### src/gefds_map.vh
// gefds_map.vh: register offsets, field positions and reset values for the guest exit filter
// assumes inclusion by the filter modules; definitions only
`ifndef GEFDS_MAP_VH
`define GEFDS_MAP_VH

// register byte offsets on the apb window
`define GEFDS_OFF_CTRL 12'h000
`define GEFDS_OFF_PCW_MASK 12'h004
`define GEFDS_OFF_PCW_SHADOW 12'h008
`define GEFDS_OFF_EFCW_MASK 12'h00C
`define GEFDS_OFF_EFCW_SHADOW 12'h010
`define GEFDS_OFF_PF_MASK 12'h014
`define GEFDS_OFF_PF_MATCH 12'h018
`define GEFDS_OFF_EXC_BITMAP 12'h01C
`define GEFDS_OFF_TGT0 12'h020
`define GEFDS_OFF_TGT1 12'h024
`define GEFDS_OFF_TGT2 12'h028
`define GEFDS_OFF_TGT3 12'h02C
`define GEFDS_OFF_G_DBGCTL 12'h030
`define GEFDS_OFF_G_DBGMSR 12'h034
`define GEFDS_OFF_G_FLAGS 12'h038
`define GEFDS_OFF_G_PEND 12'h03C
`define GEFDS_OFF_STATUS 12'h040
`define GEFDS_OFF_PCW_LIVE 12'h044
`define GEFDS_OFF_EFCW_LIVE 12'h048
`define GEFDS_OFF_DBGCTL_LIVE 12'h04C
`define GEFDS_OFF_DBGMSR_LIVE 12'h050
`define GEFDS_OFF_EXIT_REASON 12'h054
`define GEFDS_OFF_PTB_LIVE 12'h058
`define GEFDS_OFF_FLAGS_LIVE 12'h05C

// control register fields
`define GEFDS_CTRL_DRMOVE_EXIT 0
`define GEFDS_CTRL_MSRBMP_EN 1
`define GEFDS_CTRL_ENTRY 2
`define GEFDS_CTRL_INJECT 3
`define GEFDS_CTRL_PF_INVERT 4
`define GEFDS_CTRL_TGT_CNT_LO 8
`define GEFDS_CTRL_TGT_CNT_HI 10

// exception vector of debug exceptions in the bitmap
`define GEFDS_VEC_DEBUG 1

// debug control msr branch trap bit, pending single step bit
`define GEFDS_BTF_BIT 1
`define GEFDS_BS_BIT 14

// trap flag position in the flags word
`define GEFDS_TF_BIT 8

// exit reason codes
`define GEFDS_RSN_NONE 8'h00
`define GEFDS_RSN_EXC 8'h01
`define GEFDS_RSN_TASK 8'h09
`define GEFDS_RSN_CR 8'h1C
`define GEFDS_RSN_DR 8'h1D
`define GEFDS_RSN_MSR_RD 8'h1F
`define GEFDS_RSN_MSR_WR 8'h20

// guest access kinds on the request port
`define GEFDS_K_PCW_RD 4'h1
`define GEFDS_K_PCW_WR 4'h2
`define GEFDS_K_EFCW_RD 4'h3
`define GEFDS_K_EFCW_WR 4'h4
`define GEFDS_K_PTB_WR 4'h5
`define GEFDS_K_PF 4'h6
`define GEFDS_K_DR 4'h7
`define GEFDS_K_TASK 4'h8
`define GEFDS_K_MSR_RD 4'h9
`define GEFDS_K_MSR_WR 4'hA
`define GEFDS_K_DBG 4'hB

// covered msr ranges of the bitmap
`define GEFDS_MSR_LO_END 32'h00001FFF
`define GEFDS_MSR_HI_BASE 32'hC0000000
`define GEFDS_MSR_HI_END 32'hC0001FFF
`define GEFDS_MSR_DBGCTL 32'h000001D9

`define GEFDS_ZERO32 32'h00000000
`define GEFDS_ONE1 1'b1
`define GEFDS_NTGT 4

`endif

### src/gefds_tgt_match.v
// gefds_tgt_match.v: compares a page-table base load against the target list
// assumes targets and count are stable registers of the parent
`timescale 1ns/1ns
`include "gefds_map.vh"

module gefds_tgt_match (
   input wire [31:0] value,
   input wire [127:0] targets,
   input wire [2:0] count,
   output wire hit
);

   wire [`GEFDS_NTGT-1:0] hits;

   // one comparator per list entry, only entries below count are valid
   genvar gi;
   generate
      for (gi = 0; gi < `GEFDS_NTGT; gi = gi + 1) begin : g_cmp
         assign hits[gi] = (count > gi) && (targets[gi*32 +: 32] == value);
      end
   endgenerate

   assign hit = |hits;

endmodule

### src/gefds_top.v
// gefds_top.v: guest exit filter with debug state save and restore, apb register slave
// assumes core presents one guest access per cycle on req_valid, synchronous to pclk
//
// Overview of operation
// - control word reads never exit
// - control word reads return the shadow
// - writes touching only guest bits pass
// - writes touching host bits exit
// - base loads matching a target pass
// - page faults filtered by mask and match
// - debug exit precedes debug register updates
// - debug register moves exit when enabled
// - every task switch exits
// - exit saves debug control and msr
// - entry loads debug control and msr
// - entry loads flags or pushes on inject
// - entry loads pending debug then delivers
// - pending state holds recognized undelivered exceptions
// - single step bit alone makes pending valid
// - clearing branch trap under block steps
// - setting branch trap under block suppresses traps
// - bitmap debug traps exit, not delivered
// - msr access exits without bitmap or outside ranges
//
// The APB slave port and the placing of the registers are this design's own decisions.
`timescale 1ns/1ns
`include "gefds_map.vh"

module gefds_top (
   input wire pclk,
   input wire presetn,
   input wire psel,
   input wire penable,
   input wire pwrite,
   input wire [11:0] paddr,
   input wire [31:0] pwdata,
   output reg [31:0] prdata,
   output reg pready,
   output reg pslverr,
   input wire req_valid,
   input wire [3:0] req_kind,
   input wire [31:0] req_data,
   input wire req_msr_bmp_hit,
   input wire dbg_blocked,
   output reg rsp_valid,
   output reg rsp_exit,
   output reg [31:0] rsp_data,
   output reg dbg_deliver,
   output reg flags_push
);

   // one-hot sequencer for entry
   localparam ST_RUN = 3'b001;
   localparam ST_ENTRY = 3'b010;
   localparam ST_DELIVER = 3'b100;

   // sequencer state
   reg [2:0] state_q, state_d;

   // hypervisor controls, masks, shadows and filters
   reg [31:0] ctrl_q, pcw_mask_q, pcw_shadow_q, efcw_mask_q, efcw_shadow_q;
   reg [31:0] pf_mask_q, pf_match_q, exc_bitmap_q;
   reg [127:0] tgt_q;

   // guest-state area of the control structure
   reg [31:0] g_dbgctl_q, g_dbgmsr_q, g_flags_q, g_pend_q;

   // live guest registers as the core holds them
   reg [31:0] pcw_live_q, efcw_live_q, dbgctl_live_q, dbgmsr_live_q, flags_live_q, pend_live_q, ptb_live_q;

   // last exit reason and running exit count
   reg [7:0] reason_q;
   reg [31:0] exit_cnt_q;

   // per-access decision, settled before the edge
   reg exit_d;
   reg [7:0] reason_d;
   reg [31:0] data_d;
   wire tgt_hit;

   // bus strobe and derived conditions
   wire wr_en = psel & penable & pwrite;
   wire in_run = state_q[0];
   wire pend_valid = pend_live_q[`GEFDS_BS_BIT];
   wire dbg_exc_exit = exc_bitmap_q[`GEFDS_VEC_DEBUG];
   // guest trap recognized this cycle, wins over a same-cycle clear
   wire dbg_set = in_run && req_valid && !exit_d && (req_kind == `GEFDS_K_DBG);
   // msr index inside a bitmap-covered range
   wire msr_in_range = (req_data <= `GEFDS_MSR_LO_END) ||
      ((req_data >= `GEFDS_MSR_HI_BASE) && (req_data <= `GEFDS_MSR_HI_END));

   // target list comparators
   gefds_tgt_match u_tgt (
      .value(req_data),
      .targets(tgt_q),
      .count(ctrl_q[`GEFDS_CTRL_TGT_CNT_HI:`GEFDS_CTRL_TGT_CNT_LO]),
      .hit(tgt_hit)
   );

   // exit decision per guest access
   always @* begin
      exit_d = 1'b0;
      reason_d = `GEFDS_RSN_NONE;
      data_d = `GEFDS_ZERO32;
      case (req_kind)
         `GEFDS_K_PCW_RD: begin
            data_d = pcw_shadow_q;
         end
         `GEFDS_K_EFCW_RD: begin
            data_d = efcw_shadow_q;
         end
         `GEFDS_K_PCW_WR: begin
            exit_d = |((req_data ^ pcw_live_q) & pcw_mask_q);
            reason_d = exit_d ? `GEFDS_RSN_CR : `GEFDS_RSN_NONE;
         end
         `GEFDS_K_EFCW_WR: begin
            exit_d = |((req_data ^ efcw_live_q) & efcw_mask_q);
            reason_d = exit_d ? `GEFDS_RSN_CR : `GEFDS_RSN_NONE;
         end
         `GEFDS_K_PTB_WR: begin
            exit_d = ~tgt_hit;
            reason_d = exit_d ? `GEFDS_RSN_CR : `GEFDS_RSN_NONE;
         end
         `GEFDS_K_PF: begin
            // match compare, sense flipped by the invert control
            exit_d = (((req_data & pf_mask_q) == pf_match_q) ^ ctrl_q[`GEFDS_CTRL_PF_INVERT]);
            reason_d = exit_d ? `GEFDS_RSN_EXC : `GEFDS_RSN_NONE;
         end
         `GEFDS_K_DR: begin
            exit_d = ctrl_q[`GEFDS_CTRL_DRMOVE_EXIT];
            reason_d = exit_d ? `GEFDS_RSN_DR : `GEFDS_RSN_NONE;
         end
         `GEFDS_K_TASK: begin
            exit_d = 1'b1;
            reason_d = `GEFDS_RSN_TASK;
         end
         `GEFDS_K_MSR_RD: begin
            exit_d = ~ctrl_q[`GEFDS_CTRL_MSRBMP_EN] | ~msr_in_range | req_msr_bmp_hit;
            reason_d = exit_d ? `GEFDS_RSN_MSR_RD : `GEFDS_RSN_NONE;
         end
         `GEFDS_K_MSR_WR: begin
            exit_d = ~ctrl_q[`GEFDS_CTRL_MSRBMP_EN] | ~msr_in_range | req_msr_bmp_hit;
            reason_d = exit_d ? `GEFDS_RSN_MSR_WR : `GEFDS_RSN_NONE;
         end
         `GEFDS_K_DBG: begin
            exit_d = dbg_exc_exit;
            reason_d = exit_d ? `GEFDS_RSN_EXC : `GEFDS_RSN_NONE;
         end
         default: begin
            exit_d = 1'b0;
         end
      endcase
   end

   // entry sequencer
   always @* begin
      state_d = state_q;
      case (state_q)
         ST_RUN: begin
            if (wr_en && paddr == `GEFDS_OFF_CTRL && pwdata[`GEFDS_CTRL_ENTRY]) begin
               state_d = ST_ENTRY;
            end
         end
         ST_ENTRY: begin
            state_d = ST_DELIVER;
         end
         ST_DELIVER: begin
            state_d = ST_RUN;
         end
         default: begin
            state_d = ST_RUN;
         end
      endcase
   end

   // apb registers, live guest state, exit and entry effects
   always @(posedge pclk or negedge presetn) begin
      if (!presetn) begin
         // every register and output cleared, sequencer state set to ST_RUN
         state_q <= ST_RUN;
         ctrl_q <= `GEFDS_ZERO32;
         pcw_mask_q <= `GEFDS_ZERO32;
         pcw_shadow_q <= `GEFDS_ZERO32;
         efcw_mask_q <= `GEFDS_ZERO32;
         efcw_shadow_q <= `GEFDS_ZERO32;
         pf_mask_q <= `GEFDS_ZERO32;
         pf_match_q <= `GEFDS_ZERO32;
         exc_bitmap_q <= `GEFDS_ZERO32;
         tgt_q <= {`GEFDS_NTGT{`GEFDS_ZERO32}};
         g_dbgctl_q <= `GEFDS_ZERO32;
         g_dbgmsr_q <= `GEFDS_ZERO32;
         g_flags_q <= `GEFDS_ZERO32;
         g_pend_q <= `GEFDS_ZERO32;
         pcw_live_q <= `GEFDS_ZERO32;
         efcw_live_q <= `GEFDS_ZERO32;
         dbgctl_live_q <= `GEFDS_ZERO32;
         dbgmsr_live_q <= `GEFDS_ZERO32;
         flags_live_q <= `GEFDS_ZERO32;
         pend_live_q <= `GEFDS_ZERO32;
         ptb_live_q <= `GEFDS_ZERO32;
         reason_q <= `GEFDS_RSN_NONE;
         exit_cnt_q <= `GEFDS_ZERO32;
         rsp_valid <= 1'b0;
         rsp_exit <= 1'b0;
         rsp_data <= `GEFDS_ZERO32;
         dbg_deliver <= 1'b0;
         flags_push <= 1'b0;
      end else begin
         state_q <= state_d;
         // single-cycle pulses default low
         rsp_valid <= 1'b0;
         rsp_exit <= 1'b0;
         dbg_deliver <= 1'b0;
         flags_push <= 1'b0;
         // software writes; entry bit is a pulse, not stored
         if (wr_en) begin
            case (paddr)
               `GEFDS_OFF_CTRL: ctrl_q <= pwdata & ~(32'h00000001 << `GEFDS_CTRL_ENTRY);
               `GEFDS_OFF_PCW_MASK: pcw_mask_q <= pwdata;
               `GEFDS_OFF_PCW_SHADOW: pcw_shadow_q <= pwdata;
               `GEFDS_OFF_EFCW_MASK: efcw_mask_q <= pwdata;
               `GEFDS_OFF_EFCW_SHADOW: efcw_shadow_q <= pwdata;
               `GEFDS_OFF_PF_MASK: pf_mask_q <= pwdata;
               `GEFDS_OFF_PF_MATCH: pf_match_q <= pwdata;
               `GEFDS_OFF_EXC_BITMAP: exc_bitmap_q <= pwdata;
               `GEFDS_OFF_TGT0: tgt_q[31:0] <= pwdata;
               `GEFDS_OFF_TGT1: tgt_q[63:32] <= pwdata;
               `GEFDS_OFF_TGT2: tgt_q[95:64] <= pwdata;
               `GEFDS_OFF_TGT3: tgt_q[127:96] <= pwdata;
               `GEFDS_OFF_G_DBGCTL: g_dbgctl_q <= pwdata;
               `GEFDS_OFF_G_DBGMSR: g_dbgmsr_q <= pwdata;
               `GEFDS_OFF_G_FLAGS: g_flags_q <= pwdata;
               `GEFDS_OFF_G_PEND: g_pend_q <= pwdata;
               default: ;
            endcase
         end
         // entry: load debug state, flags (or push them when injecting) and pending exceptions
         if (state_q[1]) begin
            dbgctl_live_q <= g_dbgctl_q;
            dbgmsr_live_q <= g_dbgmsr_q;
            if (ctrl_q[`GEFDS_CTRL_INJECT]) begin
               flags_push <= 1'b1;
            end else begin
               flags_live_q <= g_flags_q;
            end
            pend_live_q <= g_pend_q;
         end
         // after entry completes, deliver a valid pending exception
         if (state_q[2] && pend_valid) begin
            dbg_deliver <= 1'b1;
            pend_live_q <= `GEFDS_ZERO32;
         end
         // guest access while running
         if (in_run && req_valid) begin
            rsp_valid <= 1'b1;
            rsp_exit <= exit_d;
            rsp_data <= data_d;
            if (exit_d) begin
               // debug state saved before any debug register update, live words untouched
               g_dbgctl_q <= dbgctl_live_q;
               g_dbgmsr_q <= dbgmsr_live_q;
               g_pend_q <= pend_live_q;
               reason_q <= reason_d;
               exit_cnt_q <= exit_cnt_q + 32'h00000001;
            end else begin
               case (req_kind)
                  `GEFDS_K_PCW_WR: pcw_live_q <= req_data;
                  `GEFDS_K_EFCW_WR: efcw_live_q <= req_data;
                  `GEFDS_K_PTB_WR: ptb_live_q <= req_data;
                  `GEFDS_K_DBG: begin
                     // recognized trap becomes pending; status bit set
                     pend_live_q[`GEFDS_BS_BIT] <= `GEFDS_ONE1;
                  end
                  `GEFDS_K_MSR_WR: begin
                     if (req_data == `GEFDS_MSR_DBGCTL) begin
                        dbgmsr_live_q <= dbgmsr_live_q;
                     end
                  end
                  default: ;
               endcase
            end
         end
         // passed debug register move updates the debug control word
         if (in_run && req_valid && !exit_d && req_kind == `GEFDS_K_DR) begin
            dbgctl_live_q <= req_data;
         end
         // emulated msr write of branch trap under blocked trap flag
         if (in_run && wr_en && paddr == `GEFDS_OFF_DBGMSR_LIVE) begin
            dbgmsr_live_q <= pwdata;
            if (flags_live_q[`GEFDS_TF_BIT] && dbg_blocked) begin
               if (dbgmsr_live_q[`GEFDS_BTF_BIT] && !pwdata[`GEFDS_BTF_BIT]) begin
                  pend_live_q[`GEFDS_BS_BIT] <= 1'b1;
               end else if (!dbgmsr_live_q[`GEFDS_BTF_BIT] && pwdata[`GEFDS_BTF_BIT] && !dbg_set) begin
                  pend_live_q[`GEFDS_BS_BIT] <= 1'b0;
               end
            end
         end
      end
   end

   // apb read mux and zero-wait answer
   always @(posedge pclk or negedge presetn) begin
      if (!presetn) begin
         prdata <= `GEFDS_ZERO32;
         pready <= 1'b0;
         pslverr <= 1'b0;
      end else begin
         pready <= psel & ~penable;
         pslverr <= 1'b0;
         if (psel && !penable && !pwrite) begin
            case (paddr)
               `GEFDS_OFF_CTRL: prdata <= ctrl_q;
               `GEFDS_OFF_PCW_MASK: prdata <= pcw_mask_q;
               `GEFDS_OFF_PCW_SHADOW: prdata <= pcw_shadow_q;
               `GEFDS_OFF_EFCW_MASK: prdata <= efcw_mask_q;
               `GEFDS_OFF_EFCW_SHADOW: prdata <= efcw_shadow_q;
               `GEFDS_OFF_PF_MASK: prdata <= pf_mask_q;
               `GEFDS_OFF_PF_MATCH: prdata <= pf_match_q;
               `GEFDS_OFF_EXC_BITMAP: prdata <= exc_bitmap_q;
               `GEFDS_OFF_TGT0: prdata <= tgt_q[31:0];
               `GEFDS_OFF_TGT1: prdata <= tgt_q[63:32];
               `GEFDS_OFF_TGT2: prdata <= tgt_q[95:64];
               `GEFDS_OFF_TGT3: prdata <= tgt_q[127:96];
               `GEFDS_OFF_G_DBGCTL: prdata <= g_dbgctl_q;
               `GEFDS_OFF_G_DBGMSR: prdata <= g_dbgmsr_q;
               `GEFDS_OFF_G_FLAGS: prdata <= g_flags_q;
               `GEFDS_OFF_G_PEND: prdata <= g_pend_q;
               `GEFDS_OFF_STATUS: prdata <= {exit_cnt_q[28:0], state_q};
               `GEFDS_OFF_PCW_LIVE: prdata <= pcw_live_q;
               `GEFDS_OFF_EFCW_LIVE: prdata <= efcw_live_q;
               `GEFDS_OFF_DBGCTL_LIVE: prdata <= dbgctl_live_q;
               `GEFDS_OFF_DBGMSR_LIVE: prdata <= dbgmsr_live_q;
               `GEFDS_OFF_EXIT_REASON: prdata <= {24'h000000, reason_q};
               `GEFDS_OFF_PTB_LIVE: prdata <= ptb_live_q;
               `GEFDS_OFF_FLAGS_LIVE: prdata <= flags_live_q;
               default: begin
                  prdata <= `GEFDS_ZERO32;
                  pslverr <= 1'b1;
               end
            endcase
         end else if (psel && !penable) begin
            prdata <= `GEFDS_ZERO32;
            pslverr <= ~(paddr <= `GEFDS_OFF_FLAGS_LIVE && paddr[1:0] == 2'b00);
         end
      end
   end

endmodule

### config.mk
export PLATFORM = sky130hd
export DESIGN_NAME = gefds_top
export DESIGN_NICKNAME = d
export VERILOG_FILES = /design/src/gefds_tgt_match.v /design/src/gefds_top.v
export VERILOG_INCLUDE_DIRS = /design/src
export SDC_FILE = /design/constraint.sdc
export NUM_CORES = 2
export LEC_CHECK = 0
export BUFFER_PORTS_ARGS = -buffer_cell sky130_fd_sc_hd__buf_4
export CAP_MARGIN = 5
export CORE_UTILIZATION = 46
export DETAILED_ROUTE_END_ITERATION = 6
export PLACE_DENSITY = 0.7
export SKIP_LAST_GASP = 1
export SLEW_MARGIN = 20
export SYNTH_ARGS = -nofsm -noshare
export SYNTH_HDL_FRONTEND = slang
export SYNTH_SLANG_ARGS = --single-unit
export TNS_END_PERCENT = 10
### constraint.sdc
create_clock -name pclk -period 5.3 [get_ports pclk]
set_clock_uncertainty 0.1 [all_clocks]
set_input_delay 0 -clock pclk [delete_from_list [all_inputs] [get_ports pclk]]
set_output_delay 0 -clock pclk [all_outputs]
set_load 0.005 [all_outputs]
# Word level (Yosys, flattened, before mapping)
# Cells that the tools add are included.
# Widths: inputs -> output; s select.
# totals
output_inout_bits	70
inputBits	88
elab_cells	215
regBits	848
# classes
addsub	1
bitwise	18
n_reduce_logical	56
eq_ne	44
mux	53
magnitude_cmp	8
# op_table
operator	n
$mux 32	24
$pmux 32 s24	1
$eq 32x32->1	5
$and 32x32->32	3
$eq 12x6->1 const B	8
$eq 12x7->1 const B	8
$pmux 32 s2	1
$reduce_or 32->1	2
$xor 32x32->32	2
$pmux 6 s9	1
$eq 12x5->1 const B	4
$add 32x1->32 const B	1
$eq 32x9->1 const B	1
$ge 32x32->1 const B	1
$le 32x13->1 const B	1
$le 32x32->1 const B	1
$reduce_and 2->1	15
$mux 5	5
$eq 12x4->1 const B	2
$reduce_or 24->1	1
$logic_and 1x1->1	21
$mux 1	17
$eq 4x3->1 const B	4
$eq 4x4->1 const B	4
other kinds (26)	47

# Longest topological paths before layout
# logic_depth
ltp_word	16
depth_mapped	12
depth_no_buf	8

# Modules after synthesis
# A second synthesis with hierarchy kept.
# unflattened
hier_cells	3446
area_unflattened_um2	40864.2
# by_module_without_submodules
mod	n_inst	cells_per_inst	area_per_inst_um2	seq_area_each_um2
gefds_top	1	3264	39430.3	21071.5
gefds_tgt_match	1	182	1433.9	0.0

# Worst setup path after synthesis
# No wires, ideal clock.
# synth_timing
path_type	reg-to-reg
start	register pf_mask_q[5]
end	register g_pend_q[10]
path_stages_with_launch	10
path_slack_ns	2.564
required_time_ns	5.075
n_path_buf	1
t_arrival_ns	2.511
setup_time_ns	0.125
period_less_slack_ns	2.736
cell_sequence	dfrtp_1 -> a21o_1 -> a211oi_1 -> nand4_1 -> nor4_2 -> mux2i_1 -> nor3b_2 -> a21oi_1 -> clkbuf_1 -> mux2_2
# synth_between
elab_chain_cells	6
# synth_lines
element	line_no	text
start: declaration	gefds_top.v:62	reg [31:0] pf_mask_q, pf_match_q, exc_bitmap_q;
start signal: assignment	gefds_top.v:186	pf_mask_q <= `GEFDS_ZERO32;
start signal: assignment	gefds_top.v:223	`GEFDS_OFF_PF_MASK: pf_mask_q <= pwdata;
$and 32x32->32	gefds_top.v:126	exit_d = (((req_data & pf_mask_q) == pf_match_q) ^ ctrl_q[`GEFDS_CTRL_PF_INVERT]);
$eq 32x32->1	gefds_top.v:126	
$xor 1x1->1	gefds_top.v:126	
$pmux 1 s8	gefds_top.v:105	case (req_kind)
$mux 32	gefds_top.v:258	if (exit_d) begin
$mux 32	gefds_top.v:254	if (in_run && req_valid) begin
end signal: assignment	gefds_top.v:193	g_pend_q <= `GEFDS_ZERO32;
end signal: assignment	gefds_top.v:233	`GEFDS_OFF_G_PEND: g_pend_q <= pwdata;
end signal: assignment	gefds_top.v:262	g_pend_q <= pend_live_q;
end: declaration	gefds_top.v:66	reg [31:0] g_dbgctl_q, g_dbgmsr_q, g_flags_q, g_pend_q;
# No other way between the ends.
# A chain may end at the register's enable or synchronous reset.

# Worst setup path in the final report
# layout_timing
start	register tgt_q[59]
end	register g_dbgctl_q[23]
# layout_between
elab_chain_cells	7
# layout_lines
element	line_no	text
start: declaration	gefds_top.v:63	reg [127:0] tgt_q;
start signal: assignment	gefds_top.v:189	tgt_q <= {`GEFDS_NTGT{`GEFDS_ZERO32}};
start signal: assignment	gefds_top.v:227	`GEFDS_OFF_TGT1: tgt_q[63:32] <= pwdata;
$eq 32x32->1	gefds_tgt_match.v:19	assign hits[gi] = (count > gi) && (targets[gi*32 +: 32] == value);
$logic_and 1x1->1	gefds_tgt_match.v:19	
$reduce_or 4->1	gefds_tgt_match.v:23	assign hit = |hits;
$not 1->1	gefds_top.v:121	exit_d = ~tgt_hit;
$pmux 1 s8	gefds_top.v:105	
$mux 32	gefds_top.v:258	
$mux 32	gefds_top.v:254	
end signal: assignment	gefds_top.v:190	g_dbgctl_q <= `GEFDS_ZERO32;
end signal: assignment	gefds_top.v:230	`GEFDS_OFF_G_DBGCTL: g_dbgctl_q <= pwdata;
end signal: assignment	gefds_top.v:260	g_dbgctl_q <= dbgctl_live_q;
end: declaration	gefds_top.v:66	
# No other way between the ends.

==> flow_metrics.env <==
export IMPL_htree_levels=3
export IMPL_criticalPathCategory="flop to flop"
export IMPL_cp_required_ns=5.74
export IMPL_rows=109
export IMPL_cts_hold_fix_buffers=77
export IMPL_crit_path_max_incr_delay_ns=0.72
export IMPL_grt_max_degree=149
export IMPL_vias=32158
export IMPL_grt_usage_pct=35.4
export IMPL_drive_above_1_share_pct=32.6
export IMPL_grt_ovfl_total=0
export IMPL_synthArstFlopShare_pct=100
export IMPL_p_per_area_nw_per_um2=316
export IMPL_clock_root_buffer="clkbuf_16"
export IMPL_critPathCaptureType="flop"
export IMPL_postCtsSetupRepairBufs=0
export IMPL_wl_per_cell_um=34.2
export IMPL_area_growth_pct=15.3
export IMPL_fillerInstances=7530
export IMPL_pin_count=158
export IMPL_syn_avg_cell_area_um2=12.3
export IMPL_critical_path_cell_count=10
export IMPL_rr_worst_depth=10
export IMPL_finalHoldViolCount=0
export IMPL_grt_pass1_wl_um=230000
export IMPL_setup_tns_ns=0
export IMPL_min_path_cells=4
export IMPL_crit_family="simple AND/OR/NAND/NOR gates"
export IMPL_synth_most_common_cell="dfrtp_1"
export IMPL_clk_pin_slew_ns=0.06
export IMPL_min_path_type="input pin to flop"
export IMPL_synth_cell_area_um2=41200
export IMPL_synth_edf_count=0
export IMPL_ys_seq_elements=842
export IMPL_clk_path_buf_depth=3
export IMPL_antenna_left=0
export IMPL_initial_core_util_pct=46.5
export IMPL_crit_slowest_cell="nor4_1"
export IMPL_synth_top_flop_cell="dfrtp_1"
export IMPL_crit_top_cell="nor4_1"
export IMPL_min_from="penable"
export IMPL_fp_dieW_um=301
export IMPL_yosysTopAreaCell="dfrtp_1"
export IMPL_antenna_found_initial=6
export IMPL_hpwlAfterDp_um=104000
export IMPL_port_buffers=157
export IMPL_r2r_start="tgt_q[59]$_DFFE_PN0P_"
export IMPL_drtIter0Drc=4599
export IMPL_drt_vias_per_instance=6.81
export IMPL_synth_seq_area_share_pct=51.2
export IMPL_synth_common_cells="841 x dfrtp_1, 717 x mux2_2, 244 x a22oi_1, 188 x xor2_1, 172 x nor2_1"
export IMPL_vdd_drop_max_v=0.000211
export IMPL_syn_num_nets=3436
export IMPL_yosysWarningCount=0
export IMPL_drt_wl_total_um=161000
export IMPL_dieArea_um2=90700
export IMPL_final_area_um2=47500
export IMPL_max_freq_mhz=248
export IMPL_tightestPinTransition_ns=1.20
export IMPL_cts_sinks=842
export IMPL_drv_slew=0
export IMPL_placed_area_um2=43700
export IMPL_cp_startpoint="tgt_q[59]$_DFFE_PN0P_"
export IMPL_grt_pass1_vias=31322
export IMPL_startpoint_type="flop"
export IMPL_syn_inst=3347
export IMPL_path_max_fanout=80
export IMPL_finalWeightedCongestion=1.10
export IMPL_holdWs_ns=0.0219
export IMPL_power_mw=15.0
export IMPL_rsz0062_at_grt="false"
export IMPL_cts_buffers=91
export IMPL_route_detailed_drc=32
export IMPL_cts_tree="built"
export IMPL_layout_min_cycle_time_ns=4.03
export IMPL_clk_latency_ns=0.67
export IMPL_netlist_top_cells_area="dfrtp_1 51%, mux2_2 20%, a22oi_1 4.4%"
export IMPL_synth_top_cell_area_share_pct=51.1
export IMPL_die_y_um=301
export IMPL_ys_types=60
export IMPL_path_cells="xor2_1 > nor4_1 > nand4_1 > nor4_1 > a311oi_1 > a22oi_2 > buf_4 > a21oi_4 > buf_12 > mux2_1"
export IMPL_setup_viol=0
export IMPL_slew_headroom_pct=19.7
export IMPL_core_area_um2=88500
export IMPL_leakage_nw=22.4
export IMPL_critPathBufInv=2
export IMPL_postCtsResizedCells=0
export IMPL_drt_first_pass_iters=7
export IMPL_violations="design-rule violations"
export IMPL_maxCapViolations=0
export IMPL_finalNetCount=3578
export IMPL_critPathArrivalTime_ns=4.47
export IMPL_period_share_pct=76.0
export IMPL_outcome="finished with violations"
## worst paths after layout
kind / to / slack (ns)
max in group asynchronous: dbgctl_live_q[5]$_DFFE_PN0P_ / 3.70
worst max-delay path: g_dbgctl_q[23]$_DFF_PN0_ / 1.27
worst min-delay path: pready$_DFF_PN0_ / 0.02
worst max register to register: g_dbgctl_q[23]$_DFF_PN0_ / 1.27
min in group asynchronous: state_q[0]$_DFFE_PN1P_ / 0.48
worst min register to register: prdata[16]$_DFFE_PN0P_ / 0.38
## routing by layer
| layer | GRT usage (%) | up-vias | wire length [um] | share of wire (%) |
|---|---|---|---|---|
| met2 | 52.1 | 2252 | 69500 | 43 |
| li1 | - | 12807 | - | - |
| met1 | 47.0 | 16459 | 61600 | 38 |
| met3 | 8.38 | 632 | 18200 | 11 |
| met5 | 0 | - | 44 | 0.027 |
| met4 | 22.5 | 8 | 11900 | 7.4 |
## layout make-up
cell class                 count  area (um2)  share of cell area, %
clock buffer                 133        2720                   5.73
clock inverter                25         287                  0.603
timing repair buffer         319        2770                   5.83
multi-input combinational   2225       19100                   40.3
inverter                      10        37.5                 0.0791
sequential                   842       21100                   44.4
tap                         1165        1460                   3.07
antenna                        3        7.51                 0.0158
## through the flow
| stage | std cells | util (%) | setup slack (ns) |
|---|---|---|---|
| detailed placement | 4484 | 49.3 | 1.59 |
| floorplan | 3347 | - | 2.56 |
| global route | 4720 | 53.6 | 1.28 |
| CTS | 4719 | 53.6 | 1.57 |
| finish | 4722 | 53.6 | 1.27 |
| global placement | 4483 | 49.3 | 1.60 |
## state kept, by name, indices dropped and copies added (netlist names), 32 cells and up
signal	count
flags_live_q	32
pcw_mask_q	32
pend_live_q	32
dbgmsr_live_q	32
pf_match_q	32
g_pend_q	32
ptb_live_q	32
pcw_live_q	32
pcw_shadow_q	32
prdata	32
rsp_data	32
g_dbgmsr_q	32
exc_bitmap_q	32
g_dbgctl_q	32
tgt_q	128
efcw_live_q	32
g_flags_q	32
efcw_mask_q	32
pf_mask_q	32
dbgctl_live_q	32
efcw_shadow_q	32
## cell usage in the layout (no fill, tap or decap), drive strengths merged, types with 12 or more instances in the layout
cell type | Yosys | final
a22oi | 245 | 245
mux2 | 803 | 803
o21ai | 37 | 37
buf | 153 | 243
a211oi | 23 | 23
nor4 | 35 | 35
nand3 | 103 | 103
xor2 | 188 | 188
nand2 | 65 | 65
and3 | 20 | 20
a21oi | 54 | 54
nor2 | 175 | 175
nor3 | 53 | 53
mux2i | 67 | 67
clkinv | 0 | 15
nand4 | 52 | 52
clkbuf | 117 | 133
a2111oi | 12 | 12
dfrtp | 841 | 841
xnor2 | 34 | 34
a222oi | 27 | 27
a221oi | 90 | 90
dlygate4sd3 | 0 | 76
a22o | 58 | 58
## cells by family after synthesis
kind of cell	count (synthesis)	share of synthesized area (%)
adder cells (fa/ha/maj)	1	0.0304
AO/OA/AOI/OAI	580	10.7
flip-flops	842	51.2
multiplexers	870	23.6
buffers and inverters	280	3.12
AND/OR/NAND/NOR	552	6.64
XOR/XNOR	222	4.72
## worst register-to-register path: stages, from the launching register on
cell      delay [ns]
dfrtp_1         0.45
xor2_1          0.28
nor4_1          0.73
nand4_1         0.17
nor4_1          0.31
a311oi_1        0.11
a22oi_2         0.39
buf_4           0.35
a21oi_4         0.11
buf_12          0.25
mux2_1          0.65
## power by group
group | switching, mW | leakage [nW] | internal, mW
Combinational | 0.723 | 9.46 | 0.593
Clock | 2.69 | 1.48 | 3.83
Sequential | 0.350 | 11.4 | 6.81
Total | 3.76 | 22.4 | 11.2
No activity file was read; power rests on OpenSTA's default activity.
